<file path="config.mk">
export PLATFORM = sky130hd
export DESIGN_NAME = asr_top
export DESIGN_NICKNAME = d
export VERILOG_FILES = /design/src/rtl/asr_pkg.sv /design/src/rtl/asr_top.sv
export VERILOG_INCLUDE_DIRS = /design/src /design/src/rtl
export SDC_FILE = /design/constraint.sdc
export NUM_CORES = 1
export LEC_CHECK = 0
export ABC_AREA = 1
export BUFFER_PORTS_ARGS = -buffer_cell sky130_fd_sc_hd__buf_2
export CORE_UTILIZATION = 30
export CTS_BUF_LIST = sky130_fd_sc_hd__clkbuf_8
export CTS_CLUSTER_SIZE = 25
export DETAILED_ROUTE_END_ITERATION = 7
export GPL_ROUTABILITY_DRIVEN = 0
export GPL_TIMING_DRIVEN = 0
export PLACE_DENSITY_LB_ADDON = 0.08
export SETUP_SLACK_MARGIN = 0.1
export SYNTH_ARGS = -nofsm -noshare
export SYNTH_HDL_FRONTEND = slang
export SYNTH_SLANG_ARGS = --single-unit
</file>
<file path="constraint.sdc">
create_clock -name core_clk -period 3.2 [get_ports core_clk]
set_input_delay 0 -clock core_clk [delete_from_list [all_inputs] [get_ports core_clk]]
set_output_delay 0 -clock core_clk [all_outputs]
set_load 0.01 [all_outputs]
</file>
<file path="src/rtl/asr_defines.svh">
`ifndef ASR_DEFINES_SVH
`define ASR_DEFINES_SVH

// Register offsets on the register port.
`define ASR_OFS_CTRL_A 8'h12
`define ASR_OFS_CTRL_B 8'h13
`define ASR_OFS_RT_CH0_LO 8'h17
`define ASR_OFS_RT_CH0_HI 8'h18
`define ASR_OFS_RT_CH8_LO 8'h27
`define ASR_OFS_RT_CH8_HI 8'h28
`define ASR_OFS_RT_CH12_LO 8'h2F
`define ASR_OFS_RT_CH12_HI 8'h30
`define ASR_OFS_GP_CH0_LO 8'h37
`define ASR_OFS_GP_CH0_HI 8'h38
`define ASR_OFS_GP_CH8_LO 8'h47
`define ASR_OFS_GP_CH8_HI 8'h48
`define ASR_OFS_GP_CH12_LO 8'h4F
`define ASR_OFS_GP_CH12_HI 8'h50

// Field positions in both control and status registers.
`define ASR_BIT_BUSY 0
`define ASR_BIT_SW_DONE 1
`define ASR_BIT_RT_DONE 2
`define ASR_BIT_RSVD 3
`define ASR_BIT_USB_DONE 4
`define ASR_BIT_START 5
`define ASR_BIT_USB_THR 6
`define ASR_BIT_BAT_THR 7

// Reset values.
`define ASR_RST_DONE 1'b1
`define ASR_RST_BUSY 1'b0
`define ASR_RST_THR 1'b1
`define ASR_RST_RESULT 10'h000

`endif

</file>
<file path="src/rtl/asr_pkg.sv">
package asr_pkg;

  // One bit per conversion sequence kind.
  typedef struct packed {
    logic chg;
    logic usb;
    logic sw_b;
    logic sw_a;
    logic rt;
  } asr_seq_t;

  // Result bank selection.
  typedef enum logic [0:0] {
    ASR_BANK_RT = 1'b0,
    ASR_BANK_GP = 1'b1
  } asr_bank_t;

  // Channel selection inside a bank.
  typedef enum logic [1:0] {
    ASR_CH0 = 2'b00,
    ASR_CH8 = 2'b01,
    ASR_CH12 = 2'b10
  } asr_chan_t;

  // One converted sample delivered by the converter core.
  typedef struct packed {
    logic valid;
    asr_bank_t bank;
    asr_chan_t chan;
    logic [9:0] data;
  } asr_result_t;

  // Register port request.
  typedef struct packed {
    logic wr;
    logic rd;
    logic [7:0] addr;
    logic [7:0] wdata;
  } asr_reg_req_t;

endpackage : asr_pkg

</file>
<file path="src/rtl/asr_top.sv">
// Function
// - Real-time done flag is 0 while running, 1 at finish, 1 after reset.
// - Each finished real-time, software or USB sequence raises an interrupt request.
// - First software done flag is 0 while running, 1 at finish, reset 1.
// - Second software done flag, bit 1, is 0 while running, 1 at finish.
// - USB done flag, bit 4, is 0 while running, 1 at finish, reset 1.
// - Busy, bit 0, is 1 while any sequence runs, else 0; reset 0.
// - Busy, shared done flags and comparator bits are single elements in both registers.
// - Writing 1 to bit 5 of the second register starts sequence B; 0 ignored.
// - Charger done flag is 0 while running; at finish set it and signal data ready.
// - Bit 7 shows battery above battery threshold; read-only, reset 1.
// - Bit 6 shows battery above USB threshold; read-only, reset 1.
// - Two result LSBs sit in bits 7:6 of the low register, reset 0.
// - Eight result MSBs sit in the high register, read-only, reset 0x00.
// - Bits 5:0 of every low result register read as zero.
// - Real-time bank holds channels 0, 8 and 12 from offset 0x17.
// - Separate general-purpose bank holds channels 0, 8 and 12 from 0x37.
// - Writing 1 to bit 5 of the first register starts sequence A; 0 ignored.
// - New settling time applies only while no conversion runs.
`timescale 1ns/100ps
`include "asr_defines.svh"

module asr_top
(
  input wire logic core_clk,
  input wire logic rst,
  input wire logic clk_en,
  input wire asr_pkg::asr_reg_req_t reg_req,
  output logic [7:0] reg_rdata,
  input wire asr_pkg::asr_seq_t seq_begin,
  input wire asr_pkg::asr_seq_t seq_end,
  input wire asr_pkg::asr_result_t result_in,
  input wire logic battery_threshold_above,
  input wire logic usb_threshold_above,
  output logic software_seq_a_start,
  output logic software_seq_b_start,
  output logic [3:0] seq_irq_req,
  output logic charger_data_ready,
  output logic charger_seq_done,
  output logic settle_write_allowed
);
  import asr_pkg::*;

  // Interface overview. The register port is the parallel side of the serial
  // slave; it presents one request per cycle and expects read data one cycle
  // after a taken read. The converter core reports sequence begins and ends
  // as one-cycle pulses, and delivers each finished sample on result_in.
  // Everything below is frozen while clk_en is low, except reset, which acts
  // on every edge so that a stalled clock gate cannot keep stale flags alive.
  // Flag polarity matters to software: a done flag is 1 when idle and drops
  // to 0 while its sequence runs, so a poll loop waits for a 1, never a 0.
  // Busy is the opposite and is the single source for the settling gate.

  // Low result register: two LSBs on top, zeros below.
  function automatic logic [7:0] asr_low_byte(input logic [9:0] value);
    asr_low_byte = {value[1:0], 6'h00};
  endfunction : asr_low_byte

  // High result register: the eight MSBs.
  function automatic logic [7:0] asr_high_byte(input logic [9:0] value);
    asr_high_byte = value[9:2];
  endfunction : asr_high_byte

  // The comparators are free-running analog outputs with no relation to
  // core_clk. Two flip-flops bound the chance of a metastable value reaching
  // the read path; the price is two cycles of lag, which software cannot see
  // because it polls far more slowly than that.
  // Comparator outputs come from the analog side, so they are synchronised.
  logic bat_sync1_reg;
  logic bat_sync2_reg;
  logic usb_sync1_reg;
  logic usb_sync2_reg;
  logic bat_sync1_next;
  logic bat_sync2_next;
  logic usb_sync1_next;
  logic usb_sync2_next;

  always_comb
  begin
    bat_sync1_next = bat_sync1_reg;
    bat_sync2_next = bat_sync2_reg;
    usb_sync1_next = usb_sync1_reg;
    usb_sync2_next = usb_sync2_reg;
    if (rst)
    begin
      bat_sync1_next = `ASR_RST_THR;
      bat_sync2_next = `ASR_RST_THR;
      usb_sync1_next = `ASR_RST_THR;
      usb_sync2_next = `ASR_RST_THR;
    end
    else if (clk_en)
    begin
      bat_sync1_next = battery_threshold_above;
      bat_sync2_next = bat_sync1_reg;
      usb_sync1_next = usb_threshold_above;
      usb_sync2_next = usb_sync1_reg;
    end
  end

  // Synchroniser registers.
  always_ff @(posedge core_clk)
  begin
    bat_sync1_reg <= bat_sync1_next;
    bat_sync2_reg <= bat_sync2_next;
    usb_sync1_reg <= usb_sync1_next;
    usb_sync2_reg <= usb_sync2_next;
  end

  // A write that carries 0 in the start bit is harmless by design, so
  // software may write back a value it has just read without launching a
  // conversion.
  // Start writes: only a 1 in the start bit of the matching register counts.
  logic start_a_wr;
  logic start_b_wr;

  assign start_a_wr = reg_req.wr && (reg_req.addr == `ASR_OFS_CTRL_A) &&
                      reg_req.wdata[`ASR_BIT_START];
  assign start_b_wr = reg_req.wr && (reg_req.addr == `ASR_OFS_CTRL_B) &&
                      reg_req.wdata[`ASR_BIT_START];

  // Sequence flags: one done bit per sequence kind plus one shared busy bit.
  asr_seq_t done_reg;
  asr_seq_t done_next;
  logic busy_reg;
  logic busy_next;
  logic start_a_reg;
  logic start_a_next;
  logic start_b_reg;
  logic start_b_next;
  logic [3:0] irq_reg;
  logic [3:0] irq_next;
  logic chg_ready_reg;
  logic chg_ready_next;
  asr_seq_t clear_mask;

  // A software start clears its done flag at once, so that a poll right after
  // the write never sees the stale 1 of the previous run. An end that lands in
  // the same cycle as a begin or a start still wins and sets the flag.
  always_comb
  begin
    clear_mask = seq_begin;
    clear_mask.sw_a = seq_begin.sw_a | start_a_wr;
    clear_mask.sw_b = seq_begin.sw_b | start_b_wr;
    done_next = done_reg;
    busy_next = busy_reg;
    start_a_next = start_a_reg;
    start_b_next = start_b_reg;
    irq_next = irq_reg;
    chg_ready_next = chg_ready_reg;
    if (rst)
    begin
      done_next = {5{`ASR_RST_DONE}};
      busy_next = `ASR_RST_BUSY;
      start_a_next = 1'b0;
      start_b_next = 1'b0;
      irq_next = 4'h0;
      chg_ready_next = 1'b0;
    end
    else if (clk_en)
    begin
      done_next = (done_reg & ~clear_mask) | seq_end;
      busy_next = ~&done_next;
      start_a_next = start_a_wr;
      start_b_next = start_b_wr;
      irq_next = {seq_end.usb, seq_end.sw_b, seq_end.sw_a, seq_end.rt};
      chg_ready_next = seq_end.chg;
    end
  end

  // Interrupt requests are bare pulses; masking, edge selection and status
  // latching belong to the interrupt handler that sits beside this block.
  // Sequence flag registers.
  always_ff @(posedge core_clk)
  begin
    done_reg <= done_next;
    busy_reg <= busy_next;
    start_a_reg <= start_a_next;
    start_b_reg <= start_b_next;
    irq_reg <= irq_next;
    chg_ready_reg <= chg_ready_next;
  end

  // Outputs come straight from flip-flops, so downstream logic sees clean
  // pulses and levels with no decode glitches.
  assign software_seq_a_start = start_a_reg;
  assign software_seq_b_start = start_b_reg;
  assign seq_irq_req = irq_reg;
  assign charger_data_ready = chg_ready_reg;
  assign charger_seq_done = done_reg.chg;

  // The settling-time register lives elsewhere; it may only take a new value
  // while nothing converts, and this level is its write gate.
  assign settle_write_allowed = ~busy_reg;

  // The banks are kept as plain registers rather than a memory macro because
  // every entry must be readable in the same cycle as its neighbour, and the
  // table is only six words deep.
  // Result banks: index 0 is the real-time bank, index 1 the general one.
  logic [9:0] result_reg [2][3];
  logic [9:0] result_next [2][3];

  // A sample is stored on the edge it arrives. The converter reports a
  // sequence end no earlier than its last sample, so the value is already
  // in place when the done flag rises.
  always_comb
  begin
    result_next = result_reg;
    if (rst)
    begin
      for (int b = 0; b < 2; b++)
      begin
        for (int c = 0; c < 3; c++)
        begin
          result_next[b][c] = `ASR_RST_RESULT;
        end
      end
    end
    else if (clk_en && result_in.valid && (result_in.chan != 2'b11))
    begin
      result_next[result_in.bank][result_in.chan] = result_in.data;
    end
  end

  // Result bank registers.
  always_ff @(posedge core_clk)
  begin
    result_reg <= result_next;
  end

  // Because the shared bits are taken from one flop each, the two control
  // registers can never disagree about busy, the shared done flags or the
  // comparator state, whatever order software reads them in.
  // Status byte shared by both control registers; only the sequence done
  // bit differs. Bit 3 is reserved and reads as 1.
  logic [7:0] ctrl_common;

  always_comb
  begin
    ctrl_common = 8'h00;
    ctrl_common[`ASR_BIT_BAT_THR] = bat_sync2_reg;
    ctrl_common[`ASR_BIT_USB_THR] = usb_sync2_reg;
    ctrl_common[`ASR_BIT_USB_DONE] = done_reg.usb;
    ctrl_common[`ASR_BIT_RSVD] = 1'b1;
    ctrl_common[`ASR_BIT_RT_DONE] = done_reg.rt;
    ctrl_common[`ASR_BIT_BUSY] = busy_reg;
  end

  // Reads have no side effects: nothing is cleared on read, so software may
  // poll a control register as often as it likes without losing an event.
  // The two result bytes of a channel are not latched against each other; a
  // sample that lands between the two reads can tear the 10-bit value, so
  // software should read both bytes only after the done flag has risen.
  // Read decode. The start bit is write-only and reads 0; unmapped offsets
  // read 0.
  logic [7:0] rdata_reg;
  logic [7:0] rdata_next;
  logic [7:0] rd_value;

  always_comb
  begin
    rd_value = 8'h00;
    unique case (reg_req.addr)
      `ASR_OFS_CTRL_A:
      begin
        rd_value = ctrl_common;
        rd_value[`ASR_BIT_SW_DONE] = done_reg.sw_a;
      end
      `ASR_OFS_CTRL_B:
      begin
        rd_value = ctrl_common;
        rd_value[`ASR_BIT_SW_DONE] = done_reg.sw_b;
      end
      `ASR_OFS_RT_CH0_LO: rd_value = asr_low_byte(result_reg[0][0]);
      `ASR_OFS_RT_CH0_HI: rd_value = asr_high_byte(result_reg[0][0]);
      `ASR_OFS_RT_CH8_LO: rd_value = asr_low_byte(result_reg[0][1]);
      `ASR_OFS_RT_CH8_HI: rd_value = asr_high_byte(result_reg[0][1]);
      `ASR_OFS_RT_CH12_LO: rd_value = asr_low_byte(result_reg[0][2]);
      `ASR_OFS_RT_CH12_HI: rd_value = asr_high_byte(result_reg[0][2]);
      `ASR_OFS_GP_CH0_LO: rd_value = asr_low_byte(result_reg[1][0]);
      `ASR_OFS_GP_CH0_HI: rd_value = asr_high_byte(result_reg[1][0]);
      `ASR_OFS_GP_CH8_LO: rd_value = asr_low_byte(result_reg[1][1]);
      `ASR_OFS_GP_CH8_HI: rd_value = asr_high_byte(result_reg[1][1]);
      `ASR_OFS_GP_CH12_LO: rd_value = asr_low_byte(result_reg[1][2]);
      `ASR_OFS_GP_CH12_HI: rd_value = asr_high_byte(result_reg[1][2]);
      default: rd_value = 8'h00;
    endcase
    rdata_next = rdata_reg;
    if (rst)
    begin
      rdata_next = 8'h00;
    end
    else if (clk_en && reg_req.rd)
    begin
      rdata_next = rd_value;
    end
  end

  // Read data register; it holds until the next read.
  always_ff @(posedge core_clk)
  begin
    rdata_reg <= rdata_next;
  end

  assign reg_rdata = rdata_reg;

endmodule : asr_top

</file>
==> impl_metrics.toml <==
[global_route]
grt_max_degree = 14
grt_usage = 0.1927
antenna_found_initial = 0
grt_pass1_vias = 3615
overflow = 0
grt_first_pass_wirelength_um = 18870

[critical_path]
cpMaxStageDelayCell = "dlygate4sd3_1"
path_cells = "dlygate4sd3_1, buf_2, inv_1, clkbuf_1, o21ai_0, nor2_1"
max_stage_delay_ns = 0.53
cp_max_fo = 10
start_kind = "primary input"
required_ns = 3.49
arrival_ns = 1.74
crit_path_end_kind = "flop"
critPathKind = "primary input to flop"

[die]
dieWidth_um = 115.0
core_um2 = 12210
floorplan.die_area_um2 = 13210
die_h_um = 115.0
fp-row-count = 40
start_util = 0.3134
ios = 64

[yosys]
postSynthAreaPerCell_um2 = 6.738
syn_nets = 615
yosysSeqAreaShare = 0.4446
synth_cells = 568
ys_ff_latch = 85
synth_warnings = 0
ys_types = 25
syn_area_um2 = 3827

[final_layout]
antenna_cells = 0
fin_area_um2 = 4788
fin_nets = 706
area_growth_pct = 25.11
mostFrequentLayoutCell = "nor2_1"
final_cell_mix = "122 x nor2_1, 117 x nand2_1, 85 x dfxtp_1"
drive_above_1_share = 0.1551
largest_register_ffs = 60

[sta]
rsz0062_at_grt = "no"
tightest_slew_ns = 0.6276
fmax_mhz = 688.9
setup_viol = 0
relSlewSlack = 0.5816
final.setup_skew_ns = 0.007914
hold_viol = 0
fin_tns_setup_ns = 0
min_period_ns = 1.452
finalCritPeriodShare = 0.4536
slew_viol_final = 0

[clocking]
clk_latency_ns = 0.36
cts_tree = "built"
cts_root_buf = "clkbuf_8"
cts_setup_buffers = 0
cts_htree_levels = 3
clk_path_buf_depth = 2
numCtsBuffers = 9
cts.clk_slew.worst_paths_ns = 0.09
clock_sinks = 85

[power]
power_frac_clock = 0.401
power_frac_seq = 0.508
swShare = 0.2422
intPower_w = 0.001637
p_per_area_nw_per_um2 = 451.1
switching_power_w = 0.0005231
power_frac_comb = 0.091
vdd_drop_max_uv = 172.0
p_leak_nw = 2.188

[run_status]
status = "finished, final reports clean"

[place]
numPortBuffers = 55
place_area_um2 = 4313
dp_hpwl_um = 8679

[drt]
drtPass1Iterations = 5
drc_errors = 0
wl_per_cell_um = 14.19
routed_wl_um = 11810
drt_iter0_drc = 244
vias = 3830
ant_nets = 0
vias_per_cell = 4.603

[run]
drv_cap = 0

[min_path]
hold_path.class = "primary input to flop"
==> cells in the mapped netlist (all sizes together) <==
master | n | area (µm²)
clkbuf | 11 | 41.29
inv | 56 | 210.2
nand4 | 4 | 25.02
o21a | 1 | 7.510
o21ai | 76 | 380.4
a21oi | 33 | 168.9
nor3 | 2 | 10.01
o211ai | 2 | 15.01
nand2 | 120 | 457.9
and2 | 1 | 6.260
o22ai | 1 | 6.260
nand3 | 30 | 150.1
buf | 8 | 45.04
nor3b | 1 | 7.510
nor2 | 135 | 579.3
nand3b | 1 | 7.510
dfxtp | 85 | 1702
o31ai | 1 | 7.510
==> power by group through the flow <==
stage	sequential [W]	clock, W	combinational [W]
after floorplan	0.00112	0	0.0000914
after global placement	0.00112	0	0.000173
after detailed placement	0.00112	0	0.000174
after CTS	0.00110	0.000893	0.000197
after global routing	0.00110	0.000934	0.000221
final	0.00110	0.000866	0.000197
==> layout make-up <==
cell class,instances,area (µm²)
buffer,19,86.33
clock buffer,11,151.4
clock inverter,5,73.82
fill,1365,7423
inverter,56,210.2
multi-input combinational,408,1829
sequential,85,1702
tap,168,210.2
timing repair buffer,80,525.5
==> path summary, 6_finish.rpt <==
| kind | start | to | slack [ns] | depth (start not counted) |
|---|---|---|---|---|
| worst max-delay path | rst | result_reg[20]$_SDFFE_PP0P_ | 1.75 | 6 |
| worst max register to register | done_reg[1]$_SDFFE_PP1P_ | done_reg[1]$_SDFFE_PP1P_ | 1.96 | 5 |
| worst min-delay path | clk_en | busy_reg$_SDFFE_PP0P_ | 0.03 | 5 |
| worst min register to register | result_reg[55]$_SDFFE_PP0P_ | result_reg[55]$_SDFFE_PP0P_ | 0.45 | 2 |
==> layer usage <==
metal,GRT usage,wire length (µm),up-vias
met1,0.2515,5847,1737
met4,0.09351,208,0
met3,0.02583,464,13
met5,0,0,-
li1,-,-,1992
met2,0.3141,5289,88
==> critical path, delay by kind of cell <==
kind / cells / cell delay, ns
AO/OA/AOI/OAI: 1 / 0.20
buffers and inverters: 4 / 1.42
AND/OR/NAND/NOR: 1 / 0.11
==> kinds of logic (layout without fill, tap and decap cells) <==
logic type,Yosys count,count (layout),synth area share
AO/OA/AOI/OAI,114,114,0.1530
buffers and inverters,75,171,0.07748
flip-flops,85,85,0.4446
AND/OR/NAND/NOR,294,294,0.3249
==> what timing repair did <==
item / in CTS / in global routing
resized for setup: 0 / 0
hold endpoints to repair: 61 / 0
hold buffers: 25 / 0
==> metrics by stage <==
stage | util | setup WS [ns] | hold slack [ns] | total power (W) | cells
final | 0.3921 | 1.749 | 0.02715 | 0.002160 | 832
after global routing | 0.3921 | 1.611 | 0.03636 | 0.002255 | 832
after CTS | 0.3921 | 1.774 | 0.006629 | 0.002187 | 832
after detailed placement | 0.3532 | 1.699 | 0.2219 | 0.001296 | 791
after global placement | 0.3532 | 1.670 | 0.2187 | 0.001294 | 791
after floorplan | - | 2.147 | 0.09553 | 0.001213 | 568
Power figures use the tool's default switching activity.
